$ cat config.mk
export PLATFORM = sky130hd
export DESIGN_NAME = fps_top
export DESIGN_NICKNAME = d
export VERILOG_FILES = /design/src/logic/fps_pkg.sv /design/src/logic/fps_mem_if.sv /design/src/logic/fps_set_ram.sv /design/src/logic/fps_top.sv
export SDC_FILE = /design/constraint.sdc
export NUM_CORES = 2
export LEC_CHECK = 0
export BUFFER_PORTS_ARGS = -buffer_cell sky130_fd_sc_hd__buf_4
export CAP_MARGIN = 20
export CORE_ASPECT_RATIO = 1.75
export CORE_MARGIN = 8
export CORE_UTILIZATION = 42
export CTS_CLUSTER_SIZE = 12
export DETAILED_ROUTE_END_ITERATION = 10
export GPL_ROUTABILITY_DRIVEN = 0
export SLEW_MARGIN = 20
export SYNTH_ARGS = -nofsm -noshare
export SYNTH_HDL_FRONTEND = slang
export SYNTH_HIERARCHICAL = 1
export SYNTH_SLANG_ARGS = --single-unit
$ cat constraint.sdc
create_clock -name sys_clk -period 7.15 [get_ports sys_clk]
set_input_delay 0.3575 -clock sys_clk [delete_from_list [all_inputs] [get_ports sys_clk]]
set_output_delay 0.3575 -clock sys_clk [all_outputs]
set_load 0.005 [all_outputs]
$ cat src/logic/fps_pkg.sv
package fps_pkg;

	////////////////////////////////////////////////////////////////////////
	// time base
	localparam int CLK_PERIOD_NS    = 8;
	localparam int MEAS_BASE_US     = 5000;
	localparam int STAMP_RES_US     = 1000;
	localparam int MEAS_CYCLES_DEF  = MEAS_BASE_US * 1000 / CLK_PERIOD_NS;
	localparam int STAMP_CYCLES_DEF = STAMP_RES_US * 1000 / CLK_PERIOD_NS;

	////////////////////////////////////////////////////////////////////////
	// stage layout: 0..3 over, 4..7 under
	localparam int NUM_OVER  = 4;
	localparam int NUM_UNDER = 4;
	localparam int NUM_STAGE = NUM_OVER + NUM_UNDER;
	localparam int NUM_GROUP = 8;

	// frequency codes are in 10 mHz steps
	localparam int          FREQ_LSB_MHZ = 10;
	localparam int          HYST_MHZ     = 20;
	localparam logic [13:0] HYST_CODES   = 14'(HYST_MHZ / FREQ_LSB_MHZ);

	// enable and force codes
	localparam logic [1:0] EN_NO        = 2'h1;
	localparam logic [1:0] EN_YES       = 2'h2;
	localparam logic [1:0] FORCE_NORMAL = 2'h0;
	localparam logic [1:0] FORCE_START  = 2'h1;
	localparam logic [1:0] FORCE_TRIP   = 2'h2;
	localparam logic [1:0] FORCE_BLOCK  = 2'h3;

	////////////////////////////////////////////////////////////////////////
	// register byte offsets
	localparam logic [11:0] ADDR_CTRL     = 12'h000;
	localparam logic [11:0] ADDR_EN       = 12'h004;
	localparam logic [11:0] ADDR_FORCE    = 12'h008;
	localparam logic [11:0] ADDR_STATUS   = 12'h00c;
	localparam logic [11:0] ADDR_IRQ_STAT = 12'h010;
	localparam logic [11:0] ADDR_IRQ_CLR  = 12'h014;
	localparam logic [11:0] ADDR_IRQ_EN   = 12'h018;
	localparam logic [11:0] ADDR_CNT_CLR  = 12'h01c;
	localparam logic [11:0] ADDR_CNT_ST   = 12'h020;
	localparam logic [11:0] ADDR_CNT_TR   = 12'h024;
	localparam logic [11:0] ADDR_CNT_BK   = 12'h028;
	localparam logic [11:0] ADDR_STAMP    = 12'h02c;
	localparam logic [11:0] ADDR_MEAS     = 12'h030;
	localparam logic [3:0]  SET_WIN_PAGE  = 4'h1;

	// control fields
	localparam int CTRL_MODE_BIT  = 0;
	localparam int CTRL_FORCE_BIT = 1;
	localparam int CTRL_REF_BIT   = 2;
	localparam int CTRL_GRP_LSB   = 3;
	localparam int CTRL_ON_BIT    = 6;
	localparam int CTRL_OFF_BIT   = 7;

	// setting word fields
	localparam int          SET_PICK_LSB = 0;
	localparam int          SET_TIME_LSB = 13;
	localparam logic [18:0] TMR_MAX      = 19'h7_ffff;

	// reset values
	localparam logic [7:0]  CTRL_RST   = 8'hc0;
	localparam logic [15:0] EN_RST     = 16'h5555;
	localparam logic [15:0] FORCE_RST  = 16'h0000;
	localparam logic [2:0]  IRQ_EN_RST = 3'h0;
	localparam logic [3:0]  SCAN_LAST  = 4'h8;

	typedef enum logic {FPS_IDLE, FPS_SCAN} fps_scan_t;

endpackage

$ cat src/logic/fps_mem_if.sv
`timescale 1ns/100ps
interface fps_mem_if;
	logic        wr_en;
	logic [5:0]  wr_addr;
	logic [31:0] wr_data;
	logic        rd_en;
	logic [5:0]  rd_addr;
	logic [31:0] rd_data;

	modport ram (input wr_en, input wr_addr, input wr_data, input rd_en, input rd_addr, output rd_data);
	modport user (output wr_en, output wr_addr, output wr_data, output rd_en, output rd_addr, input rd_data);
endinterface

$ cat src/logic/fps_set_ram.sv
`timescale 1ns/100ps
module fps_set_ram (
	input wire logic sys_clk,
	fps_mem_if.ram   mem
);
	// one word per group and stage; no reset, software loads it
	logic [31:0] store [64];
	logic [31:0] rd_data_reg;

	// write port
	always_ff @(posedge sys_clk) begin
		if (mem.wr_en) begin
			store[mem.wr_addr] <= mem.wr_data;
		end
	end

	// registered read, holds between reads
	always_ff @(posedge sys_clk) begin
		if (mem.rd_en) begin
			rd_data_reg <= store[mem.rd_addr];
		end
	end

	assign mem.rd_data = rd_data_reg;
endmodule

$ cat src/logic/fps_top.sv
// Overview of operation
// - four over and four under stages
// - stage active only with mode on
// - enable code 1 off, 2 on, default off
// - eight setting groups, one shared selector
// - instant or time delayed operation
// - compare frequency against pick-up in 10 mHz steps
// - reference from first or second transformer, 5 ms
// - start, trip, blocked outputs per stage
// - on and off events per output
// - instant start and trip share stamp
// - stamps count whole milliseconds
// - clearable start, trip, blocked counters
// - forced status only with global forcing
// - enable and force independent of group
// - over above setting, under below setting
// - release hysteresis of 20 mHz
// - blocked instead of start when blocking; a block arriving after pick-up drops start and shows no blocked
// - on, off or both events selectable
//
// Added by the designer: the placing of the registers and the APB interface to the registers.
`timescale 1ns/100ps
module fps_top
	import fps_pkg::*;
#(
	parameter int MEAS_CYCLES  = MEAS_CYCLES_DEF,
	parameter int STAMP_CYCLES = STAMP_CYCLES_DEF
) (
	input  wire logic        sys_clk,
	input  wire logic        sys_rst,
	input  wire logic        psel,
	input  wire logic        penable,
	input  wire logic        pwrite,
	input  wire logic [11:0] paddr,
	input  wire logic [31:0] pwdata,
	output logic      [31:0] prdata,
	output logic             pready,
	output logic             pslverr,
	input  wire logic [13:0] freq_first_voltage_transformer_input,
	input  wire logic [13:0] freq_second_voltage_transformer_input,
	input  wire logic [7:0]  stage_block,
	output logic      [7:0]  stage_start,
	output logic      [7:0]  stage_trip,
	output logic      [7:0]  stage_blocked,
	output logic             evt_valid,
	output logic      [2:0]  evt_stage,
	output logic      [2:0]  evt_mask,
	output logic      [2:0]  evt_level,
	output logic      [31:0] evt_stamp,
	output logic             irq
);
	fps_mem_if mem ();

	logic [7:0]  ctrl_reg;
	logic [15:0] stage_en_reg;
	logic [15:0] force_reg;
	logic [2:0]  irq_stat_reg;
	logic [2:0]  irq_en_reg;
	logic [15:0] cnt_start_reg;
	logic [15:0] cnt_trip_reg;
	logic [15:0] cnt_blk_reg;
	logic [31:0] meas_cnt_reg;
	logic [31:0] ms_cnt_reg;
	logic [31:0] stamp_reg;
	fps_scan_t   state_reg;
	logic [3:0]  scan_idx_reg;
	logic [13:0] meas_reg;
	logic [2:0]  grp_reg;
	logic        proc_valid_reg;
	logic [2:0]  proc_idx_reg;
	logic        apb_rd_wait_reg;
	logic [7:0]  pick_reg;
	logic [7:0]  hold_start_reg;
	logic [7:0]  hold_blk_reg;
	logic [18:0] tmr_reg [NUM_STAGE];
	logic [7:0]  out_start_reg;
	logic [7:0]  out_trip_reg;
	logic [7:0]  out_blk_reg;
	logic        evt_valid_reg;
	logic [2:0]  evt_stage_reg;
	logic [2:0]  evt_mask_reg;
	logic [2:0]  evt_level_reg;
	logic [31:0] evt_stamp_reg;

	logic        apb_acc;
	logic        set_win;
	logic        reg_hit;
	logic        apb_rd_go;
	logic        scan_rd;
	logic        meas_tick;
	logic        ms_tick;
	logic [31:0] rd_val;
	logic [2:0]  irq_clr;
	logic [2:0]  cnt_clr;
	logic [7:0]  stage_act;
	logic [7:0]  stage_frc;
	logic [2:0]  p;
	logic [13:0] set_pick;
	logic [18:0] set_time;
	logic        pk_raw;
	logic        pk_keep;
	logic        pk_n;
	logic        st_n;
	logic        tr_n;
	logic        bk_n;
	logic [18:0] tm_n;
	logic [2:0]  lvl_n;
	logic [2:0]  lvl_o;
	logic [2:0]  keep_mask;
	logic [2:0]  rise;

	fps_set_ram u_ram (
		.sys_clk (sys_clk),
		.mem     (mem)
	);

	////////////////////////////////////////////////////////////////////////
	// apb decode; setting window reads wait one cycle for the ram, longer while a scan is reading it
	assign apb_acc   = psel & penable;
	assign set_win   = (paddr[11:8] == SET_WIN_PAGE) && (paddr[1:0] == 2'h0);
	assign apb_rd_go = apb_acc & ~pwrite & set_win & ~apb_rd_wait_reg & ~scan_rd;
	assign pready    = ~(set_win & ~pwrite) | apb_rd_wait_reg;
	assign pslverr   = apb_acc & pready & ~(set_win | reg_hit);
	assign prdata    = rd_val;
	assign irq_clr   = (apb_acc && pwrite && paddr == ADDR_IRQ_CLR) ? pwdata[2:0] : 3'h0;
	assign cnt_clr   = (apb_acc && pwrite && paddr == ADDR_CNT_CLR) ? pwdata[2:0] : 3'h0;

	// ram ports: scan has priority, apb read stalls on pready
	assign mem.wr_en   = apb_acc & pwrite & set_win;
	assign mem.wr_addr = paddr[7:2];
	assign mem.wr_data = pwdata;
	assign mem.rd_en   = scan_rd | apb_rd_go;
	assign mem.rd_addr = scan_rd ? {grp_reg, scan_idx_reg[2:0]} : paddr[7:2];

	always_ff @(posedge sys_clk) begin
		if (sys_rst) begin
			apb_rd_wait_reg <= 1'b0;
		end else begin
			apb_rd_wait_reg <= apb_rd_go;
		end
	end

	// register readback
	always_comb begin
		rd_val  = 32'h0000_0000;
		reg_hit = 1'b1;
		case (paddr)
			ADDR_CTRL:     rd_val = {24'h00_0000, ctrl_reg};
			ADDR_EN:       rd_val = {16'h0000, stage_en_reg};
			ADDR_FORCE:    rd_val = {16'h0000, force_reg};
			ADDR_STATUS:   rd_val = {8'h00, out_blk_reg, out_trip_reg, out_start_reg};
			ADDR_IRQ_STAT: rd_val = {29'h0000_0000, irq_stat_reg};
			ADDR_IRQ_CLR:  rd_val = 32'h0000_0000;
			ADDR_IRQ_EN:   rd_val = {29'h0000_0000, irq_en_reg};
			ADDR_CNT_CLR:  rd_val = 32'h0000_0000;
			ADDR_CNT_ST:   rd_val = {16'h0000, cnt_start_reg};
			ADDR_CNT_TR:   rd_val = {16'h0000, cnt_trip_reg};
			ADDR_CNT_BK:   rd_val = {16'h0000, cnt_blk_reg};
			ADDR_STAMP:    rd_val = stamp_reg;
			ADDR_MEAS:     rd_val = {18'h0_0000, meas_reg};
			default:       reg_hit = 1'b0;
		endcase
		if (set_win) begin
			rd_val = mem.rd_data;
		end
	end

	// static settings, untouched by group changes
	always_ff @(posedge sys_clk) begin
		if (sys_rst) begin
			ctrl_reg     <= CTRL_RST;
			stage_en_reg <= EN_RST;
			force_reg    <= FORCE_RST;
			irq_en_reg   <= IRQ_EN_RST;
		end else if (apb_acc && pwrite) begin
			if (paddr == ADDR_CTRL) ctrl_reg <= pwdata[7:0];
			if (paddr == ADDR_EN) stage_en_reg <= pwdata[15:0];
			if (paddr == ADDR_FORCE) force_reg <= pwdata[15:0];
			if (paddr == ADDR_IRQ_EN) irq_en_reg <= pwdata[2:0];
		end
	end

	////////////////////////////////////////////////////////////////////////
	// per stage activation and forcing decode
	for (genvar i = 0; i < NUM_STAGE; i++) begin : g_stage
		assign stage_act[i] = ctrl_reg[CTRL_MODE_BIT] && (stage_en_reg[2*i +: 2] == EN_YES);
		assign stage_frc[i] = ctrl_reg[CTRL_FORCE_BIT] && (force_reg[2*i +: 2] != FORCE_NORMAL);
	end

	////////////////////////////////////////////////////////////////////////
	// measurement tick and millisecond stamp
	assign meas_tick = (meas_cnt_reg == 32'(MEAS_CYCLES - 1));
	assign ms_tick   = (ms_cnt_reg == 32'(STAMP_CYCLES - 1));

	always_ff @(posedge sys_clk) begin
		if (sys_rst) begin
			meas_cnt_reg <= 32'h0000_0000;
		end else begin
			meas_cnt_reg <= meas_tick ? 32'h0000_0000 : meas_cnt_reg + 32'h0000_0001;
		end
	end

	always_ff @(posedge sys_clk) begin
		if (sys_rst) begin
			ms_cnt_reg <= 32'h0000_0000;
			stamp_reg  <= 32'h0000_0000;
		end else begin
			ms_cnt_reg <= ms_tick ? 32'h0000_0000 : ms_cnt_reg + 32'h0000_0001;
			if (ms_tick) stamp_reg <= stamp_reg + 32'h0000_0001;
		end
	end

	////////////////////////////////////////////////////////////////////////
	// scan: one ram read per stage, processing a cycle later
	assign scan_rd = (state_reg == FPS_SCAN) && !scan_idx_reg[3];

	always_ff @(posedge sys_clk) begin
		if (sys_rst) begin
			state_reg    <= FPS_IDLE;
			scan_idx_reg <= 4'h0;
			meas_reg     <= 14'h0000;
			grp_reg      <= 3'h0;
		end else begin
			unique case (state_reg)
				FPS_IDLE: begin
					scan_idx_reg <= 4'h0;
					if (meas_tick) begin
						state_reg <= FPS_SCAN;
						// group and reference frozen for the whole scan
						grp_reg  <= ctrl_reg[CTRL_GRP_LSB +: 3];
						meas_reg <= ctrl_reg[CTRL_REF_BIT] ? freq_second_voltage_transformer_input
							: freq_first_voltage_transformer_input;
					end
				end
				FPS_SCAN: begin
					scan_idx_reg <= scan_idx_reg + 4'h1;
					if (scan_idx_reg == SCAN_LAST) state_reg <= FPS_IDLE;
				end
			endcase
		end
	end

	always_ff @(posedge sys_clk) begin
		if (sys_rst) begin
			proc_valid_reg <= 1'b0;
			proc_idx_reg   <= 3'h0;
		end else begin
			proc_valid_reg <= scan_rd;
			proc_idx_reg   <= scan_idx_reg[2:0];
		end
	end

	////////////////////////////////////////////////////////////////////////
	// stage evaluation for the stage under processing
	always_comb begin
		p        = proc_idx_reg;
		set_pick = {1'b0, mem.rd_data[SET_PICK_LSB +: 13]};
		set_time = mem.rd_data[SET_TIME_LSB +: 19];
		if (p[2]) begin
			pk_raw  = meas_reg < set_pick;
			pk_keep = {1'b0, meas_reg} <= ({1'b0, set_pick} + {1'b0, HYST_CODES});
		end else begin
			pk_raw  = meas_reg > set_pick;
			pk_keep = ({1'b0, meas_reg} + {1'b0, HYST_CODES}) >= {1'b0, set_pick};
		end
		pk_n = stage_act[p] && (pick_reg[p] ? pk_keep : pk_raw);
		st_n = 1'b0;
		bk_n = 1'b0;
		tr_n = 1'b0;
		tm_n = 19'h0_0000;
		if (pk_n) begin
			if (!pick_reg[p]) begin
				bk_n = stage_block[p];
				st_n = !stage_block[p];
			end else begin
				// blocked pick-up is not timed; late block drops start
				bk_n = hold_blk_reg[p];
				st_n = hold_start_reg[p] && !stage_block[p];
			end
			if (st_n) tm_n = (tmr_reg[p] == TMR_MAX) ? TMR_MAX : tmr_reg[p] + 19'h0_0001;
			// zero time gives trip in the start cycle
			tr_n = st_n && (tm_n >= set_time);
		end
		lvl_n = {bk_n, tr_n, st_n};
		if (stage_act[p] && stage_frc[p]) begin
			case (force_reg[2*p +: 2])
				FORCE_START: lvl_n = 3'b001;
				FORCE_TRIP:  lvl_n = 3'b011;
				default:     lvl_n = 3'b100;
			endcase
		end
		lvl_o     = {out_blk_reg[p], out_trip_reg[p], out_start_reg[p]};
		rise      = proc_valid_reg ? (lvl_n & ~lvl_o) : 3'h0;
		// inactive stages drop outputs silently
		keep_mask = (lvl_o ^ lvl_n) & ((lvl_n & {3{ctrl_reg[CTRL_ON_BIT]}})
			| (~lvl_n & {3{ctrl_reg[CTRL_OFF_BIT]}}));
		if (!stage_act[p] || !proc_valid_reg) keep_mask = 3'h0;
	end

	always_ff @(posedge sys_clk) begin
		if (sys_rst) begin
			pick_reg       <= 8'h00;
			hold_start_reg <= 8'h00;
			hold_blk_reg   <= 8'h00;
			out_start_reg  <= 8'h00;
			out_trip_reg   <= 8'h00;
			out_blk_reg    <= 8'h00;
			for (int k = 0; k < NUM_STAGE; k++) tmr_reg[k] <= 19'h0_0000;
		end else if (proc_valid_reg) begin
			pick_reg[p]       <= pk_n;
			hold_start_reg[p] <= st_n;
			hold_blk_reg[p]   <= bk_n;
			tmr_reg[p]        <= tm_n;
			out_start_reg[p]  <= lvl_n[0];
			out_trip_reg[p]   <= lvl_n[1];
			out_blk_reg[p]    <= lvl_n[2];
		end
	end

	assign stage_start   = out_start_reg;
	assign stage_trip    = out_trip_reg;
	assign stage_blocked = out_blk_reg;

	////////////////////////////////////////////////////////////////////////
	// events: one word per stage, shared stamp for all its changes
	always_ff @(posedge sys_clk) begin
		if (sys_rst) begin
			evt_valid_reg <= 1'b0;
			evt_stage_reg <= 3'h0;
			evt_mask_reg  <= 3'h0;
			evt_level_reg <= 3'h0;
			evt_stamp_reg <= 32'h0000_0000;
		end else begin
			evt_valid_reg <= |keep_mask;
			evt_stage_reg <= p;
			evt_mask_reg  <= keep_mask;
			evt_level_reg <= lvl_n;
			evt_stamp_reg <= stamp_reg;
		end
	end

	assign evt_valid = evt_valid_reg;
	assign evt_stage = evt_stage_reg;
	assign evt_mask  = evt_mask_reg;
	assign evt_level = evt_level_reg;
	assign evt_stamp = evt_stamp_reg;

	// counters; an increment in the clear cycle still counts
	always_ff @(posedge sys_clk) begin
		if (sys_rst) begin
			cnt_start_reg <= 16'h0000;
			cnt_trip_reg  <= 16'h0000;
			cnt_blk_reg   <= 16'h0000;
		end else begin
			cnt_start_reg <= (cnt_clr[0] ? 16'h0000 : cnt_start_reg) + {15'h0000, rise[0]};
			cnt_trip_reg  <= (cnt_clr[1] ? 16'h0000 : cnt_trip_reg) + {15'h0000, rise[1]};
			cnt_blk_reg   <= (cnt_clr[2] ? 16'h0000 : cnt_blk_reg) + {15'h0000, rise[2]};
		end
	end

	// sticky interrupt status, set wins over clear
	always_ff @(posedge sys_clk) begin
		if (sys_rst) begin
			irq_stat_reg <= 3'h0;
		end else begin
			irq_stat_reg <= (irq_stat_reg & ~irq_clr) | rise;
		end
	end

	assign irq = |(irq_stat_reg & irq_en_reg);
endmodule
==> impl_metrics.env <==
export IMPL_die_w_um=388
export IMPL_synth_flop_cell="edfxtp_1"
export IMPL_finalPower_mw=28.8
export IMPL_setup_tns_ns=0
export IMPL_synth_edff_count=2232
export IMPL_antenna_found_initial=10
export IMPL_cts_root_buffer="clkbuf_16"
export IMPL_syn_mean_instance_area_um2=17.8
export IMPL_place_inst=8898
export IMPL_met1_usage_pct=25.3
export IMPL_dpl_cell_area_um2=108000
export IMPL_p_per_area_nw_per_um2=251
export IMPL_cp_max_fo=38
export IMPL_die_area_um2=259000
export IMPL_cp_start_kind="flop"
export IMPL_clock_latency_ns=0.89
export IMPL_final_cell_mix="edfxtp_1, mux4_2, nor2_1, buf_4, dfxtp_1"
export IMPL_start_util_pct=42.1
export IMPL_status="complete, no violations"
export IMPL_synth_cells=5717
export IMPL_placementRows=239
export IMPL_p_leak_nw=36.8
export IMPL_final_setup_skew_ns=0.0884
export IMPL_routed_via_density=6.04
export IMPL_path_class="reg2reg"
export IMPL_synth_fp_nets=5878
export IMPL_use_met2_pct=41.1
export IMPL_grt_first_pass_wirelength_mm=420
export IMPL_netlist_area_um2=102000
export IMPL_rsz0062_at_grt="no"
export IMPL_hold_viol=0
export IMPL_top_usage_layer="met2"
export IMPL_fmax_mhz=149
export IMPL_fin_crit_ns=6.69
export IMPL_largest_reg_flops=2048
export IMPL_grt_pass1_vias=57400
export IMPL_vias=55900
export IMPL_cts_resized_gates=0
export IMPL_portBuffers=185
export IMPL_grt_max_degree=94
export IMPL_ys_types=96
export IMPL_layout_setup_ws_ns=0.456
export IMPL_wl_mm=296
export IMPL_stdcell_area_um2=114000
export IMPL_drv_slew=0
export IMPL_ioPinCount=186
export IMPL_syn_to_final_growth_pct=12.5
export IMPL_drtAntennaViolNets=0
export IMPL_synth_seq_cells=2539
export IMPL_ctsHoldBuffers=43
export IMPL_drive_gt1_share_pct=21.6
export IMPL_arrival_ns=7.46
export IMPL_drt_iter0_drc=5648
export IMPL_clock_path_buffers=4
export IMPL_dieHeight_um=667
export IMPL_required_ns=7.92
export IMPL_cts_htree_levels=4
export IMPL_dp_hpwl_mm=184
export IMPL_cts_setup_buffers=0
export IMPL_detail_route_wl_per_cell_um=31.9
export IMPL_fin_crit_sh_pct=93.6
export IMPL_setup_violations=0
export IMPL_dr_pass1_iters=6
export IMPL_ys_warn_count=6
export IMPL_vdd_drop_max_mv=0.196
export IMPL_final_common_cell="edfxtp_1"
export IMPL_numCtsBuffers=242
export IMPL_min_path_type="in2reg"
export IMPL_ys_seq_area_share_pct=71.9
export IMPL_clkTransAtPathRegs_ns=0.06
export IMPL_fp_coreArea_um2=242000
export IMPL_slew_headroom_pct=15.9
export IMPL_synthArstFlopShare_pct=0
export IMPL_pre_cts_ws_ns=0.392
export IMPL_gr_total_overflow=0
export IMPL_nets=6213
export IMPL_worstMarginPinSlew_ns=1.26
export IMPL_grt_use_met3_pct=2.94
export IMPL_final_cells=9258
export IMPL_drc=0
export IMPL_end_kind="flop"
export IMPL_cts_tree="done"
export IMPL_clock_sinks=2539
export IMPL_cap_viol_max_count=0
export IMPL_track_usage_pct=22.3
## synthesized netlist by cell type (all sizes together) (8+ instances only)
cell type     n  area (um^2)
mux4        572        12900
or3          23          144
a222oi       25          250
buf         139          866
nand3       108          563
a211oi       16          120
nand3b       20          163
xor2        104          911
o221ai       30          263
or2           8         50.1
and3         48          300
or3b          8         72.6
dfxtp       307         6150
nor2        521         1990
o21ai        62          453
inv          96          360
o22ai        88          551
a32o         11          110
and4          8         70.1
nor3         65          342
nor2b        62          388
nand2b       24          150
xnor2        51          447
mux2         14          161
clkbuf      163          613
and2         17          106
a221oi       20          175
ha           76          951
a22oi        48          360
nand2       269         1010
a22o         39          342
edfxtp     2232        67000
nand4        41          263
a311oi        8         70.1
mux2i       151         1510
nor4         13          118
a21oi       159          796
## cell type report
cell class	count	area, um^2
Fill cell	20100	127000
Sequential cell	2539	73200
Multi-Input combinational cell	2779	27300
Clock buffer	297	6350
Tap cell	3133	3920
Timing Repair Buffer	393	3220
Inverter	97	364
Clock inverter	12	81.3
Antenna cell	8	20.0
## kinds of logic after synthesis
kind of cell	Yosys count	synth area share, %
fa+ha+maj	76	0.935
buf+inv	399	1.81
compound gates	555	3.88
mux	737	14.3
flops	2539	71.9
xor+xnor	155	1.33
simple gates	1256	5.81
## path summary, 6_finish.rpt
| path | from | to | slack (ns) | cells past startpoint |
|---|---|---|---|---|
| worst min-delay path | pwdata[20] | u_ram/store[52][20] | 0.06 | 1 |
| worst max register to register | p[2] | cnt_trip_reg[12] | 0.46 | 26 |
| worst max-delay path | p[2] | cnt_trip_reg[12] | 0.46 | 26 |
| worst min register to register | meas_cnt_reg[0] | meas_cnt_reg[0] | 0.43 | 1 |
## where the power goes
part	total, mW	internal, mW	switching (mW)	leakage, nW
combinational	1.36	0.473	0.892	11.0
sequential	16.2	16.1	0.0136	22.7
clock	11.2	6.12	5.13	3.14
## metal layers
layer  share of wire (%)  wire length (um)  up-vias
met5               0.010                30        -
met4                 6.1             18100        4
met3                 6.1             18000      644
met2                  53            157000     2366
met1                  35            103000    29600
li1                    -                 -    23300
## critical path, cell delays in order (launching register included)
cell       delay [ns]
dfxtp_4          0.48
nor2_1           0.71
a2111oi_0        0.33
buf_4            0.24
or3b_4           0.42
nor3_4           0.41
nand3_4          0.16
nor2_8           0.29
buf_4            0.34
o21ai_2          0.20
ha_1             0.35
nand3_1          0.07
a21oi_1          0.07
a211oi_1         0.34
o21ai_0          0.16
a21oi_1          0.21
buf_4            0.18
o41a_1           0.23
clkinv_1         0.13
ha_1             0.19
nand2_1          0.12
inv_1            0.06
ha_1             0.26
ha_1             0.29
and3_1           0.17
xnor2_1          0.13
nor2_1           0.05
## per-stage QoR
stage	hold WS, ns	util (%)
floorplan	0.413	-
global placement	0.424	44.5
detailed placement	0.431	44.5
CTS	0.00442	47.4
global route	0.0687	47.4
finish	0.0639	47.4
(Power assumes the default switching activity.)
